===== config.mk =====
export PLATFORM = sky130hd
export DESIGN_NAME = crsic_core
export DESIGN_NICKNAME = d
export VERILOG_FILES = /design/src/crsic_pkg.sv /design/src/crsic_clock_halving_select.sv /design/src/crsic_core.sv
export VERILOG_INCLUDE_DIRS = /design/src
export SDC_FILE = /design/constraint.sdc
export NUM_CORES = 1
export LEC_CHECK = 0
export BUFFER_PORTS_ARGS = -buffer_cell sky130_fd_sc_hd__buf_2
export CORE_MARGIN = 10
export CORE_UTILIZATION = 50
export DETAILED_ROUTE_END_ITERATION = 16
export PLACE_DENSITY = 0.73
export SKIP_CTS_REPAIR_TIMING = 1
export SYNTH_ARGS = -nofsm -noshare
export SYNTH_HDL_FRONTEND = slang
export SYNTH_SLANG_ARGS = --single-unit

===== constraint.sdc =====
create_clock -name SYS_CLK -period 3.1 [get_ports SYS_CLK]
set_input_delay 0.31 -clock SYS_CLK [delete_from_list [all_inputs] [get_ports SYS_CLK]]
set_output_delay 0.31 -clock SYS_CLK [all_outputs]
set_load 0.01 [all_outputs]

===== src/crsic_cfg.svh =====
// Purpose: constants of the core reset, stack and interrupt sequencer
// Assumes: included by its bare name
// Notes:   start-up figure is in core clock cycles
`ifndef CRSIC_CFG_SVH
`define CRSIC_CFG_SVH
`define CRSIC_SP_RST    16'h013f
`define CRSIC_SP_FIXED  10'h004
`define CRSIC_SP_TOP    6'h3f
`define CRSIC_VEC_RESET 16'hfffe
`define CRSIC_VEC_TRAP  16'hfffc
`define CRSIC_VEC_IRQ0  16'hfffa
`define CRSIC_NO_IRQ    3'h6
`define CRSIC_LEN_CTX   3'h5
`define CRSIC_LEN_RET   3'h2
`define CRSIC_LEN_BYTE  3'h1
`define CRSIC_STARTUP   4096
`define CRSIC_DIV3_LAST 2'h2
`endif


===== src/crsic_pkg.sv =====
// Purpose: types of the core reset, stack and interrupt sequencer
// Assumes: nothing
// Notes:   one packed struct holds all state of the divider, a second one all state of the core
package crsic_pkg;
  typedef enum logic [3:0] {
    CMD_CALL, CMD_RET, CMD_PUSH, CMD_POP, CMD_RSP,
    CMD_LDS, CMD_TRAP, CMD_RETURN_FROM_INTERRUPT, CMD_WFI, CMD_HALT
  } crsic_cmd_t;
  typedef enum logic [2:0] {
    ST_RHOLD, ST_RUN, ST_PUSH, ST_READ, ST_DRAIN, ST_WAIT, ST_HALT, ST_HWAKE
  } crsic_st_t;
  typedef enum logic [2:0] {
    OP_CALL, OP_INT, OP_PUSH1, OP_RET, OP_RETURN_FROM_INTERRUPT, OP_POP1, OP_VEC
  } crsic_op_t;
  typedef enum logic [2:0] {
    SL_PCL, SL_PCH, SL_X, SL_A, SL_CC, SL_DATA
  } crsic_slot_t;
  typedef struct packed {
    logic [1:0] div3;
    logic [1:0] div4;
    logic       tick;
    logic       core_clk;
    logic       usb_clk;
  } crsic_div_t;
  typedef struct packed {
    crsic_st_t   st;
    crsic_op_t   op;
    crsic_slot_t tag1;
    crsic_slot_t tag2;
    logic        tag1v;
    logic        tag2v;
    logic [5:0]  sp;
    logic [2:0]  idx;
    logic [15:0] cnt;
    logic [15:0] vec;
    logic [5:0]  pend;
    logic [15:0] pc;
    logic [7:0]  x;
    logic [7:0]  a;
    logic [7:0]  cc;
    logic [7:0]  popb;
    logic [15:0] addr;
    logic [7:0]  wdata;
    logic        we, re, pc_load, done, busy, imask, halt_l, wait_l;
    logic        osc_off, tmr_en, prst, pin_oe, rst_s1, rst_s2, lvd_s1, lvd_s2;
  } crsic_state_t;
endpackage


===== src/crsic_clock_halving_select.sv =====
// Purpose: core and usb clocks from the oscillator clock
// Assumes: clk is the oscillator clock
// Notes:   core clock is high one cycle in three; tick marks its rise
`timescale 1ns/100ps
`default_nettype none
`include "crsic_cfg.svh"
module crsic_clock_halving_select (
  // clock and reset
  input  wire logic clk,
  input  wire logic rst_n,
  // usb divide select: 1 gives /2, 0 gives /4
  input  wire logic halve_sel,
  // derived clocks
  output logic      core_tick,
  output logic      core_clk,
  output logic      usb_clk
);
  crsic_pkg::crsic_div_t s_r;
  crsic_pkg::crsic_div_t s_nxt;

  always_comb begin
    s_nxt = s_r;
    s_nxt.tick = 1'b0;
    if (s_r.div3 == `CRSIC_DIV3_LAST) begin
      s_nxt.div3 = 2'h0;
      s_nxt.tick = 1'b1;
    end else begin
      s_nxt.div3 = s_r.div3 + 2'h1;
    end
    s_nxt.core_clk = (s_nxt.div3 == 2'h0);
    s_nxt.div4 = s_r.div4 + 2'h1;
    s_nxt.usb_clk = halve_sel ? s_nxt.div4[0] : s_nxt.div4[1];
  end

  always_ff @(posedge clk or negedge rst_n) begin
    if (!rst_n) begin
      s_r <= '0;
    end else begin
      s_r <= s_nxt;
    end
  end

  assign core_tick = s_r.tick;
  assign core_clk  = s_r.core_clk;
  assign usb_clk   = s_r.usb_clk;
endmodule
`default_nettype wire


===== src/crsic_core.sv =====
// Purpose: reset sequencing, stack pointer, context save and interrupt entry
// Assumes: memory answers MEM_RE with MEM_RDATA one cycle later
// Notes:   all logic runs on the oscillator clock; core rate via tick
`timescale 1ns/100ps
`default_nettype none
`include "crsic_cfg.svh"
module crsic_core #(
  parameter int STARTUP_CYCLES = `CRSIC_STARTUP
) (
  // clock and reset
  input  wire logic        SYS_CLK,
  input  wire logic        RST_N,
  // reset sources and reset pin
  input  wire logic        EXT_RESET_N,
  input  wire logic        LVD_TRIP,
  input  wire logic        LVD_DISABLE,
  input  wire logic        WDG_RESET,
  output logic             RESET_PIN_O,
  output logic             RESET_PIN_OE,
  // clocks
  input  wire logic        CLK_HALVING_SELECT,
  output logic             CORE_CLK,
  output logic             USB_CLK,
  output logic             CORE_TICK,
  // core commands and context
  input  wire logic        CMD_VALID,
  input  wire crsic_pkg::crsic_cmd_t CMD_CODE,
  input  wire logic        INSN_END,
  input  wire logic [7:0]  DATA_IN,
  input  wire logic [15:0] PC_IN,
  input  wire logic [7:0]  X_IN,
  input  wire logic [7:0]  A_IN,
  input  wire logic [7:0]  CC_IN,
  // interrupt requests, bit 0 highest
  input  wire logic [5:0]  IRQ_IN,
  // stack and vector memory
  output logic [15:0]      MEM_ADDR,
  output logic [7:0]       MEM_WDATA,
  output logic             MEM_WE,
  output logic             MEM_RE,
  input  wire logic [7:0]  MEM_RDATA,
  // results
  output logic [15:0]      STACK_PTR,
  output logic [15:0]      CTX_PC,
  output logic [7:0]       CTX_X,
  output logic [7:0]       CTX_A,
  output logic [7:0]       CTX_CC,
  output logic [7:0]       POP_DATA,
  output logic             PC_LOAD,
  output logic             CMD_DONE,
  output logic             BUSY,
  output logic             I_MASK,
  output logic [5:0]       IRQ_PENDING,
  // power and reset side effects
  output logic             HALT_LATCH,
  output logic             WAIT_LATCH,
  output logic             OSC_OFF,
  output logic             TIMER_CLK_EN,
  output logic             PERIPH_RST
);
  crsic_pkg::crsic_state_t s_r;
  crsic_pkg::crsic_state_t s_nxt;
  logic                    core_tick;
  logic                    core_clk;
  logic                    usb_clk;
  logic                    lvd_rst;
  logic                    rst_any;
  logic [2:0]              sel;
  logic                    eligible;

  crsic_clock_halving_select u_div (
    .clk       (SYS_CLK),
    .rst_n     (RST_N),
    .halve_sel (CLK_HALVING_SELECT),
    .core_tick (core_tick),
    .core_clk  (core_clk),
    .usb_clk   (usb_clk)
  );

  // lowest set bit wins
  function automatic logic [2:0] prio_sel(input logic [5:0] p);
    prio_sel = `CRSIC_NO_IRQ;
    for (int i = 5; i >= 0; i--) begin
      if (p[i]) begin
        prio_sel = 3'(i);
      end
    end
  endfunction

  function automatic logic [2:0] op_len(input crsic_pkg::crsic_op_t op);
    case (op)
      crsic_pkg::OP_INT, crsic_pkg::OP_RETURN_FROM_INTERRUPT:  op_len = `CRSIC_LEN_CTX;
      crsic_pkg::OP_PUSH1, crsic_pkg::OP_POP1: op_len = `CRSIC_LEN_BYTE;
      default:                                 op_len = `CRSIC_LEN_RET;
    endcase
  endfunction

  function automatic crsic_pkg::crsic_slot_t rd_slot(input crsic_pkg::crsic_op_t op,
                                                     input logic [2:0] i);
    case (op)
      crsic_pkg::OP_RETURN_FROM_INTERRUPT: rd_slot = crsic_pkg::crsic_slot_t'(3'h4 - i);
      crsic_pkg::OP_POP1: rd_slot = crsic_pkg::SL_DATA;
      default:            rd_slot = crsic_pkg::crsic_slot_t'(3'h1 - i);
    endcase
  endfunction

  assign lvd_rst  = s_r.lvd_s2 && !LVD_DISABLE;
  assign rst_any  = !s_r.rst_s2 || lvd_rst || WDG_RESET;
  assign sel      = prio_sel(s_r.pend);
  assign eligible = !s_r.imask && (sel != `CRSIC_NO_IRQ);

  always_comb begin
    logic                  go_int;
    logic                  go_trap;
    logic [5:0]            ack;
    crsic_pkg::crsic_slot_t psl;
    go_int  = 1'b0;
    go_trap = 1'b0;
    ack     = 6'h00;
    psl     = crsic_pkg::SL_PCL;
    s_nxt = s_r;
    s_nxt.rst_s1  = EXT_RESET_N;
    s_nxt.rst_s2  = s_r.rst_s1;
    s_nxt.lvd_s1  = LVD_TRIP;
    s_nxt.lvd_s2  = s_r.lvd_s1;
    s_nxt.we      = 1'b0;
    s_nxt.re      = 1'b0;
    s_nxt.pc_load = 1'b0;
    s_nxt.done    = 1'b0;
    s_nxt.tag1v   = 1'b0;
    s_nxt.tag2v   = s_r.tag1v;
    s_nxt.tag2    = s_r.tag1;
    // read data lands one cycle after the strobe
    if (s_r.tag2v) begin
      case (s_r.tag2)
        crsic_pkg::SL_PCL: s_nxt.pc[7:0]  = MEM_RDATA;
        crsic_pkg::SL_PCH: s_nxt.pc[15:8] = MEM_RDATA;
        crsic_pkg::SL_X:   s_nxt.x        = MEM_RDATA;
        crsic_pkg::SL_A:   s_nxt.a        = MEM_RDATA;
        crsic_pkg::SL_CC:  s_nxt.cc       = MEM_RDATA;
        default:           s_nxt.popb     = MEM_RDATA;
      endcase
    end
    case (s_r.st)
      crsic_pkg::ST_RHOLD: begin
        if (core_tick) begin
          if (s_r.cnt == 16'(STARTUP_CYCLES - 1)) begin
            s_nxt.st     = crsic_pkg::ST_READ;
            s_nxt.op     = crsic_pkg::OP_VEC;
            s_nxt.idx    = 3'h0;
            s_nxt.vec    = `CRSIC_VEC_RESET;
            s_nxt.prst   = 1'b0;
            s_nxt.tmr_en = 1'b1;
          end else begin
            s_nxt.cnt = s_r.cnt + 16'h0001;
          end
        end
      end
      crsic_pkg::ST_RUN: begin
        if (CMD_VALID) begin
          s_nxt.idx = 3'h0;
          case (CMD_CODE)
            crsic_pkg::CMD_CALL: begin
              s_nxt.st = crsic_pkg::ST_PUSH;
              s_nxt.op = crsic_pkg::OP_CALL;
            end
            crsic_pkg::CMD_PUSH: begin
              s_nxt.st = crsic_pkg::ST_PUSH;
              s_nxt.op = crsic_pkg::OP_PUSH1;
            end
            crsic_pkg::CMD_RET: begin
              s_nxt.st = crsic_pkg::ST_READ;
              s_nxt.op = crsic_pkg::OP_RET;
            end
            crsic_pkg::CMD_POP: begin
              s_nxt.st = crsic_pkg::ST_READ;
              s_nxt.op = crsic_pkg::OP_POP1;
            end
            crsic_pkg::CMD_RETURN_FROM_INTERRUPT: begin
              s_nxt.st = crsic_pkg::ST_READ;
              s_nxt.op = crsic_pkg::OP_RETURN_FROM_INTERRUPT;
            end
            crsic_pkg::CMD_RSP: begin
              s_nxt.sp   = `CRSIC_SP_TOP;
              s_nxt.done = 1'b1;
            end
            crsic_pkg::CMD_LDS: begin
              s_nxt.sp   = DATA_IN[5:0];
              s_nxt.done = 1'b1;
            end
            crsic_pkg::CMD_TRAP: begin
              go_int  = 1'b1;
              go_trap = 1'b1;
            end
            crsic_pkg::CMD_WFI: begin
              s_nxt.st     = crsic_pkg::ST_WAIT;
              s_nxt.imask  = 1'b0;
              s_nxt.wait_l = 1'b1;
              s_nxt.done   = 1'b1;
            end
            crsic_pkg::CMD_HALT: begin
              s_nxt.st      = crsic_pkg::ST_HALT;
              s_nxt.imask   = 1'b0;
              s_nxt.halt_l  = 1'b1;
              s_nxt.osc_off = 1'b1;
              s_nxt.tmr_en  = 1'b0;
              s_nxt.done    = 1'b1;
            end
            default: begin
              s_nxt.done = 1'b1;
            end
          endcase
        end else if (INSN_END && eligible) begin
          go_int = 1'b1;
        end
      end
      crsic_pkg::ST_PUSH: begin
        if (s_r.op == crsic_pkg::OP_PUSH1) begin
          psl = crsic_pkg::SL_DATA;
        end else begin
          psl = crsic_pkg::crsic_slot_t'(s_r.idx);
        end
        case (psl)
          crsic_pkg::SL_PCL: s_nxt.wdata = PC_IN[7:0];
          crsic_pkg::SL_PCH: s_nxt.wdata = PC_IN[15:8];
          crsic_pkg::SL_X:   s_nxt.wdata = X_IN;
          crsic_pkg::SL_A:   s_nxt.wdata = A_IN;
          crsic_pkg::SL_CC:  s_nxt.wdata = {CC_IN[7:4], s_r.imask, CC_IN[2:0]};
          default:           s_nxt.wdata = DATA_IN;
        endcase
        s_nxt.we   = 1'b1;
        s_nxt.addr = {`CRSIC_SP_FIXED, s_r.sp};
        s_nxt.sp   = s_r.sp - 6'h01;
        s_nxt.idx  = s_r.idx + 3'h1;
        if (s_r.idx == op_len(s_r.op) - 3'h1) begin
          if (s_r.op == crsic_pkg::OP_INT) begin
            s_nxt.st    = crsic_pkg::ST_READ;
            s_nxt.op    = crsic_pkg::OP_VEC;
            s_nxt.idx   = 3'h0;
            s_nxt.imask = 1'b1;
          end else begin
            s_nxt.st   = crsic_pkg::ST_RUN;
            s_nxt.done = 1'b1;
          end
        end
      end
      crsic_pkg::ST_READ: begin
        s_nxt.re    = 1'b1;
        s_nxt.tag1v = 1'b1;
        s_nxt.tag1  = rd_slot(s_r.op, s_r.idx);
        s_nxt.idx   = s_r.idx + 3'h1;
        if (s_r.op == crsic_pkg::OP_VEC) begin
          s_nxt.addr = s_r.vec + {13'h0000, s_r.idx};
        end else begin
          s_nxt.addr = {`CRSIC_SP_FIXED, 6'(s_r.sp + 6'h01)};
          s_nxt.sp   = s_r.sp + 6'h01;
        end
        if (s_r.idx == op_len(s_r.op) - 3'h1) begin
          s_nxt.st = crsic_pkg::ST_DRAIN;
        end
      end
      crsic_pkg::ST_DRAIN: begin
        if (s_r.tag2v && !s_r.tag1v) begin
          s_nxt.st      = crsic_pkg::ST_RUN;
          s_nxt.done    = 1'b1;
          s_nxt.pc_load = (s_r.op != crsic_pkg::OP_POP1);
          if (s_r.op == crsic_pkg::OP_RETURN_FROM_INTERRUPT) begin
            s_nxt.imask = 1'b0;
          end
        end
      end
      crsic_pkg::ST_WAIT: begin
        if (eligible) begin
          s_nxt.wait_l = 1'b0;
          go_int       = 1'b1;
        end
      end
      crsic_pkg::ST_HALT: begin
        if (|s_r.pend[1:0]) begin
          s_nxt.st      = crsic_pkg::ST_HWAKE;
          s_nxt.osc_off = 1'b0;
          s_nxt.halt_l  = 1'b0;
          s_nxt.cnt     = 16'h0000;
        end
      end
      crsic_pkg::ST_HWAKE: begin
        if (core_tick) begin
          if (s_r.cnt == 16'(STARTUP_CYCLES - 1)) begin
            s_nxt.tmr_en = 1'b1;
            go_int       = 1'b1;
          end else begin
            s_nxt.cnt = s_r.cnt + 16'h0001;
          end
        end
      end
      default: begin
        s_nxt.st = crsic_pkg::ST_RHOLD;
      end
    endcase
    if (go_int) begin
      s_nxt.st  = crsic_pkg::ST_PUSH;
      s_nxt.op  = crsic_pkg::OP_INT;
      s_nxt.idx = 3'h0;
      if (go_trap) begin
        s_nxt.vec = `CRSIC_VEC_TRAP;
      end else begin
        s_nxt.vec = `CRSIC_VEC_IRQ0 - {12'h000, sel, 1'b0};
        ack       = 6'(6'h01 << sel);
      end
    end
    if (rst_any) begin
      s_nxt.st      = crsic_pkg::ST_RHOLD;
      s_nxt.cnt     = 16'h0000;
      s_nxt.sp      = `CRSIC_SP_TOP;
      s_nxt.imask   = 1'b1;
      s_nxt.halt_l  = 1'b0;
      s_nxt.wait_l  = 1'b0;
      s_nxt.prst    = 1'b1;
      s_nxt.tmr_en  = 1'b0;
      s_nxt.osc_off = 1'b0;
      s_nxt.tag1v   = 1'b0;
      s_nxt.tag2v   = 1'b0;
      s_nxt.we      = 1'b0;
      s_nxt.re      = 1'b0;
      s_nxt.pc_load = 1'b0;
      s_nxt.done    = 1'b0;
      s_nxt.pend    = IRQ_IN;
    end else begin
      // a request in the ack cycle is kept
      s_nxt.pend = (s_r.pend & ~ack) | IRQ_IN;
    end
    s_nxt.pin_oe = lvd_rst || WDG_RESET;
    s_nxt.busy   = (s_nxt.st != crsic_pkg::ST_RUN);
  end

  always_ff @(posedge SYS_CLK or negedge RST_N) begin
    if (!RST_N) begin
      s_r       <= '0;
      s_r.sp    <= `CRSIC_SP_TOP;
      s_r.imask <= 1'b1;
      s_r.prst  <= 1'b1;
      s_r.busy  <= 1'b1;
    end else begin
      s_r <= s_nxt;
    end
  end

  assign RESET_PIN_O  = 1'b0;
  assign RESET_PIN_OE = s_r.pin_oe;
  assign CORE_CLK     = core_clk;
  assign USB_CLK      = usb_clk;
  assign CORE_TICK    = core_tick;
  assign MEM_ADDR     = s_r.addr;
  assign MEM_WDATA    = s_r.wdata;
  assign MEM_WE       = s_r.we;
  assign MEM_RE       = s_r.re;
  assign STACK_PTR    = {`CRSIC_SP_FIXED, s_r.sp};
  assign CTX_PC       = s_r.pc;
  assign CTX_X        = s_r.x;
  assign CTX_A        = s_r.a;
  assign CTX_CC       = s_r.cc;
  assign POP_DATA     = s_r.popb;
  assign PC_LOAD      = s_r.pc_load;
  assign CMD_DONE     = s_r.done;
  assign BUSY         = s_r.busy;
  assign I_MASK       = s_r.imask;
  assign IRQ_PENDING  = s_r.pend;
  assign HALT_LATCH   = s_r.halt_l;
  assign WAIT_LATCH   = s_r.wait_l;
  assign OSC_OFF      = s_r.osc_off;
  assign TIMER_CLK_EN = s_r.tmr_en;
  assign PERIPH_RST   = s_r.prst;
endmodule
`default_nettype wire


# After elaboration in Yosys (flattened, before gate mapping)

Cells that the tools add are included.

Flip-flop bits (word level): 156
Input port bits: 75
Output and inout bits: 110
Logic and storage cells: 267

Add/sub/neg operators: 12
Equal/unequal tests: 58
Shift operators: 1
Mux-type cells: 97
Bitwise logic cells: 4
Reduce and logical (&&, ||, !) cells: 55

Operator list:

| cell                                                                    | number |
|---|---|
| 16-bit 2-to-1 mux                                                       | 9 |
| 6-bit 2-to-1 mux                                                        | 10 |
| 3-bit 2-to-1 mux                                                        | 17 |
| 3-bit != test, second input constant                                    | 17 |
| 16-bit case mux with 3 select lines                                     | 1 |
| 8-bit case mux with 5 select lines                                      | 1 |
| 35-bit 2-to-1 mux                                                       | 1 |
| 16-bit case mux with 2 select lines                                     | 1 |
| 1-bit 2-to-1 mux                                                        | 29 |
| 3-bit equality test, second input constant                              | 9 |
| 3-bit case mux with 4 select lines                                      | 2 |
| 3-bit by 2-bit equality test with 1-bit output, second input constant   | 7 |
| 7-bit AND reduction                                                     | 3 |
| 4-bit AND reduction                                                     | 5 |
| 4-bit nonzero test                                                      | 5 |
| 3-bit case mux with 6 select lines                                      | 1 |
| 6-bit case mux with 3 select lines                                      | 1 |
| 16-bit by 1-bit adder with 16-bit output, second input constant         | 1 |
| 16-bit by 3-bit adder with 16-bit output                                | 1 |
| 16-bit by 12-bit equality test with 1-bit output, second input constant | 1 |
| 4-bit by 3-bit equality test with 1-bit output, second input constant   | 4 |
| 2-bit 2-to-1 mux                                                        | 8 |
| 3-bit by 2-bit != test with 1-bit output, second input constant         | 5 |
| 3-bit case mux with 5 select lines                                      | 1 |
| other kinds (46)                                                        | 87 |

# Logic depth before layout (Yosys ltp)

Depth in word-level cells: 17
Depth in mapped cells: 9
Mapped depth without buffers: 9

# Cells and area by module

A second synthesis with hierarchy kept.

Cells, all modules: 814
Area, all modules: 7943.9 um2

By module, submodules not included:

| module                     | times used | cells each | area an instance (um2) | sequential area each (um2) |
|---|---|---|---|---|
| crsic_core                 | 1          | 799        | 7723.7                 | 3364.5 |
| crsic_clock_halving_select | 1          | 15         | 220.2                  | 175.2 |

# Least setup slack after synthesis

No wires, ideal clock.

Path kind: register -> register
Start: reg s_r[128] (netlist name)
End: reg s_r, in the netlist MEM_ADDR[5]
Setup time: 0.064 ns
Data arrival time: 2.283 ns
Required time: 3.036 ns
Setup slack: 0.753 ns
Stages on the path, launching flop included: 10
Buffers on the path: 1
Period minus slack after synthesis: 2.347 ns
Path through: dfrtp_1 -> clkbuf_1 -> clkinv_1 -> fa_1 -> nand3b_1 -> ha_1 -> nand2_1 -> o21ai_0 -> a211oi_1 -> a21o_1

Word-level cells in the longest chain between the ends: 3

Ends and longest elaborated chain:

| what                                     | RTL line          | RTL |
|---|---|---|
| from (decl)                              | crsic_core.sv:61  | `crsic_pkg::crsic_state_t s_r;` |
| from (signal assigned)                   | crsic_core.sv:344 | `s_r <= s_nxt;` |
| 16-bit by 3-bit adder with 16-bit output | crsic_core.sv:253 | `s_nxt.addr = s_r.vec + {13'h0000, s_r.idx};` |
| 16-bit 2-to-1 mux                        | crsic_core.sv:252 | `if (s_r.op == crsic_pkg::OP_VEC) begin` |
| 16-bit case mux with 2 select lines      | crsic_core.sv:144 | `case (s_r.st)` |

Every way passes these cells.
A chain may end at the register's enable or synchronous reset.

==> flow_results.xml <==
<?xml version="1.0" encoding="UTF-8"?>
<metrics>
  <group name="run_status">
    <metric name="result_of_the_run" unit="">complete, no violations</metric>
  </group>
  <group name="timing">
    <metric name="final_min_period_over_clock_period" unit="%">81.4</metric>
    <metric name="slew_viol_final" unit="">0</metric>
    <metric name="worst_slew_pin_slew" unit="ps">1050</metric>
    <metric name="final.min_clock_period" unit="ps">2520</metric>
    <metric name="tns" unit="ps">0</metric>
    <metric name="max_clock_freq" unit="MHz">396</metric>
    <metric name="setup_viol" unit="">0</metric>
    <metric name="timing.final.ws_setup" unit="ps">576</metric>
    <metric name="hold_viol_final" unit="">0</metric>
    <metric name="max_slew_margin" unit="%">29.8</metric>
    <metric name="final_clock_skew" unit="ps">5.83</metric>
    <metric name="rsz0062_at_grt" unit="">no</metric>
  </group>
  <group name="routing">
    <metric name="drtPass1Iterations" unit="">5</metric>
    <metric name="route.antenna.remaining_nets" unit="">0</metric>
    <metric name="route.detailed.vias_per_inst" unit="">5.57</metric>
    <metric name="drt-total-wl" unit="um">20400</metric>
    <metric name="avgRoutedWirePerCell" unit="um">17.7</metric>
    <metric name="vias" unit="">6400</metric>
    <metric name="post-route-drc-count" unit="">0</metric>
    <metric name="initialDrtViolationCount" unit="">488</metric>
  </group>
  <group name="setup_path">
    <metric name="critical_path.endpoint_type" unit="">flip-flop</metric>
    <metric name="critical_path.endpoint" unit="">BUSY</metric>
    <metric name="timing.reg2reg.worst_path_depth" unit="">5</metric>
    <metric name="worst-r2r-setup-slack" unit="ps">580</metric>
    <metric name="timing.critical_path.buf_inv" unit="">1</metric>
    <metric name="worstPathRequired" unit="ps">3430</metric>
    <metric name="r2r-start" unit="">s_r[126]</metric>
    <metric name="crit_path_cell_chain" unit="">inv_1 -&gt; and3_1 -&gt; a311oi_1 -&gt; o21ai_0 -&gt; or4b_1</metric>
    <metric name="cp.depth" unit="">5</metric>
    <metric name="critical_path_peak_fanout" unit="">13</metric>
    <metric name="critPathMaxStageDelay" unit="ps">640</metric>
    <metric name="critical_path_class" unit="">flip-flop to flip-flop</metric>
    <metric name="cp_data_arrival_time" unit="ps">2850</metric>
    <metric name="timing.rr.end" unit="">BUSY</metric>
    <metric name="crit_slowest_cell" unit="">sky130_fd_sc_hd__a311oi_1</metric>
    <metric name="crit_path_start" unit="">s_r[126]</metric>
    <metric name="cp-start-kind" unit="">flip-flop</metric>
    <metric name="cp_top_family" unit="">compound AO/OA/AOI/OAI gates</metric>
  </group>
  <group name="finish">
    <metric name="final_core_utilization" unit="%">57.5</metric>
    <metric name="layout_area_growth_over_synthesis" unit="%">13.7</metric>
    <metric name="post_route_cells_drive_above_1_share" unit="%">31.2</metric>
    <metric name="antennaDiodeCount" unit="">0</metric>
    <metric name="num-nets-final" unit="">1006</metric>
  </group>
  <group name="die">
    <metric name="total_core_area" unit="sq mm">0.0157</metric>
    <metric name="ios" unit="">185</metric>
    <metric name="rows" unit="">46</metric>
    <metric name="die_w" unit="um">146</metric>
    <metric name="fp.dieH" unit="um">146</metric>
    <metric name="die_area" unit="sq mm">0.0213</metric>
    <metric name="floorplan.initialDensity" unit="%">50.6</metric>
  </group>
  <group name="global_route">
    <metric name="grt_overflow_total" unit="">0</metric>
    <metric name="grt_max_degree" unit="">115</metric>
    <metric name="grt_first_pass_wirelength" unit="um">33300</metric>
    <metric name="grtUsageTotal" unit="%">18.9</metric>
    <metric name="grt_pass1_vias" unit="">6202</metric>
    <metric name="antenna_found_initial" unit="">0</metric>
  </group>
  <group name="cts">
    <metric name="clock_tree.root_cell" unit="">sky130_fd_sc_hd__clkbuf_16</metric>
    <metric name="cts-buffers-inserted" unit="">17</metric>
    <metric name="clock_insertion_delay_at_the_later_pin_of_the_skew_report" unit="ps">420</metric>
    <metric name="max-clock-path-buffers" unit="">2</metric>
    <metric name="htree_levels" unit="">4</metric>
    <metric name="cts_tree" unit="">done</metric>
    <metric name="cts_sink_cnt" unit="">141</metric>
    <metric name="clk_slew_on_worst_s_h_paths" unit="ps">60</metric>
  </group>
  <group name="power">
    <metric name="power_density" unit="mW/mm^2">475</metric>
    <metric name="power.static_leakage" unit="nW">4.38</metric>
    <metric name="vdd.ir_drop.worst" unit="mV">0.381</metric>
  </group>
  <group name="place">
    <metric name="post-place-ws" unit="ps">654</metric>
    <metric name="place.detailed.hpwl" unit="um">15100</metric>
    <metric name="numPortBuffers" unit="">172</metric>
    <metric name="replace_congestion" unit="">0.940</metric>
  </group>
  <group name="worst_hold_path">
    <metric name="hold_path_class" unit="">input port to async pin</metric>
  </group>
  <group name="yosys">
    <metric name="ys_top_cells_by_count" unit="">sky130_fd_sc_hd__dfrtp_1 (132), sky130_fd_sc_hd__buf_4 (96), sky130_fd_sc_hd__nand2_1 (71)</metric>
    <metric name="synth-edff-count" unit="">0</metric>
    <metric name="synth_top_flop_cell" unit="">sky130_fd_sc_hd__dfrtp_1</metric>
    <metric name="post_synthesis_cell_area" unit="sq mm">0.00795</metric>
    <metric name="dominant_cells_by_area_after_synthesis" unit="">sky130_fd_sc_hd__dfrtp_1 (42%), sky130_fd_sc_hd__buf_4 (9.1%), sky130_fd_sc_hd__mux2_2 (6.9%), sky130_fd_sc_hd__nand2_1 (3.4%), sky130_fd_sc_hd__o21ai_0 (3.3%)</metric>
    <metric name="syn_avg_cell_area" unit="sq um">9.58</metric>
    <metric name="synth_seq_area_share" unit="%">44.5</metric>
    <metric name="yosys.area.top_type_share" unit="%">41.5</metric>
    <metric name="synth.distinct_cells" unit="">74</metric>
    <metric name="yosys_register_bits" unit="">141</metric>
    <metric name="asyncSetResetFlopFracSynth" unit="%">100</metric>
    <metric name="synth_cells" unit="">830</metric>
    <metric name="synth-warning-count" unit="">0</metric>
    <metric name="yosys.cell_count.top_type" unit="">sky130_fd_sc_hd__dfrtp_1</metric>
    <metric name="synth_top_cell_by_area" unit="">sky130_fd_sc_hd__dfrtp_1</metric>
  </group>
  <group name="run">
    <metric name="timing.max_cap.violations" unit="">0</metric>
  </group>
</metrics>
## cells by family (layout without fill, tap and decap cells)
group	Yosys count	count (layout)	synth area share [%]
and+or+nand+nor	265	265	16.7
AOI/OAI and AO/OA	189	189	15.7
adders and majority gates	12	12	1.98
muxes	51	51	7.19
DFF	141	141	44.5
xor gates and xnor gates	19	19	2.09
buffers and inverters	151	244	11.8
other	2	11	0.0944
## state kept, by name, summed over array words and instances, names as in the netlist, 8 cells and up
register   cells
MEM_WDATA      8
POP_DATA       8
CTX_PC        16
CTX_X          8
CTX_A          8
s_r           36
CTX_CC         8
MEM_ADDR      14
## where the power goes
| part | leakage [nW] | internal, W | switching (W) |
|---|---|---|---|
| Sequential | 1.79 | 0.00188 | 0.0000309 |
| Combinational | 2.30 | 0.000117 | 0.000181 |
| Clock | 0.286 | 0.00129 | 0.000791 |
| Total | 4.38 | 0.00329 | 0.00100 |
## cell usage in the layout, fill, tap and decap left out, types with 9 or more instances in the layout
cell and n:
sky130_fd_sc_hd__buf_4 20, sky130_fd_sc_hd__nand4_1 13, sky130_fd_sc_hd__inv_1 16, sky130_fd_sc_hd__dfstp_2 9
sky130_fd_sc_hd__mux2_2 49, sky130_fd_sc_hd__xor2_1 12, sky130_fd_sc_hd__nand3_1 17, sky130_fd_sc_hd__clkbuf_16 17
sky130_fd_sc_hd__conb_1 11, sky130_fd_sc_hd__ha_1 11, sky130_fd_sc_hd__and3_1 9, sky130_fd_sc_hd__nor2b_1 10
sky130_fd_sc_hd__dfrtp_1 132, sky130_fd_sc_hd__o21ai_0 53, sky130_fd_sc_hd__nor2_1 64, sky130_fd_sc_hd__buf_2 171
sky130_fd_sc_hd__nand2_1 71, sky130_fd_sc_hd__a31oi_1 11, sky130_fd_sc_hd__nand2b_1 13, sky130_fd_sc_hd__a21oi_1 42
sky130_fd_sc_hd__nor3_1 24
## worst min-delay path by stage
stage                          end  cells after the start  slack (ps)
finish                MEM_ADDR[12]                      1          50
global route        IRQ_PENDING[2]                      2          70
CTS                       s_nxt[2]                      1         -20
detailed placement          s_r[2]                      0         340
global placement            s_r[0]                      0         340
floorplan                 CMD_DONE                      0          10
## routing by layer
metal	share of wire (%)	vias to the layer above	GRT usage [%]
li1	-	3044	-
met1	45	3084	24.8
met2	47	250	29.9
met3	6.5	22	4.82
met4	1.6	0	6.51
met5	0	-	0
## cell type report
class | count | area (sq um)
Sequential cell | 141 | 3540
Tap cell | 216 | 270
Inverter | 18 | 67.6
Clock inverter | 13 | 165
Timing Repair Buffer | 194 | 1040
Multi-Input combinational cell | 547 | 3510
Fill cell | 1410 | 6680
Clock buffer | 19 | 443
## worst reg2reg max path: cells and delay by family (launching register included)
family / cells / cell delay, ps
buffers and inverters: 1 / 210
AND/OR/NAND/NOR: 2 / 720
AO/OA/AOI/OAI: 2 / 920
flip-flops: 1 / 590
## through the flow
step	std cells	hold WS, ps	total power (W)	cell area [sq um]
2_1_floorplan	839	14.4	0.00212	7990
3_3_place_gp	1114	337	0.00223	8410
3_5_place_dp	1114	339	0.00224	8410
4_1_cts	1146	-22.8	0.00433	9020
5_1_grt	1148	73.4	0.00446	9040
6_report	1148	47.7	0.00429	9040
Power figures use the tool's default switching activity.
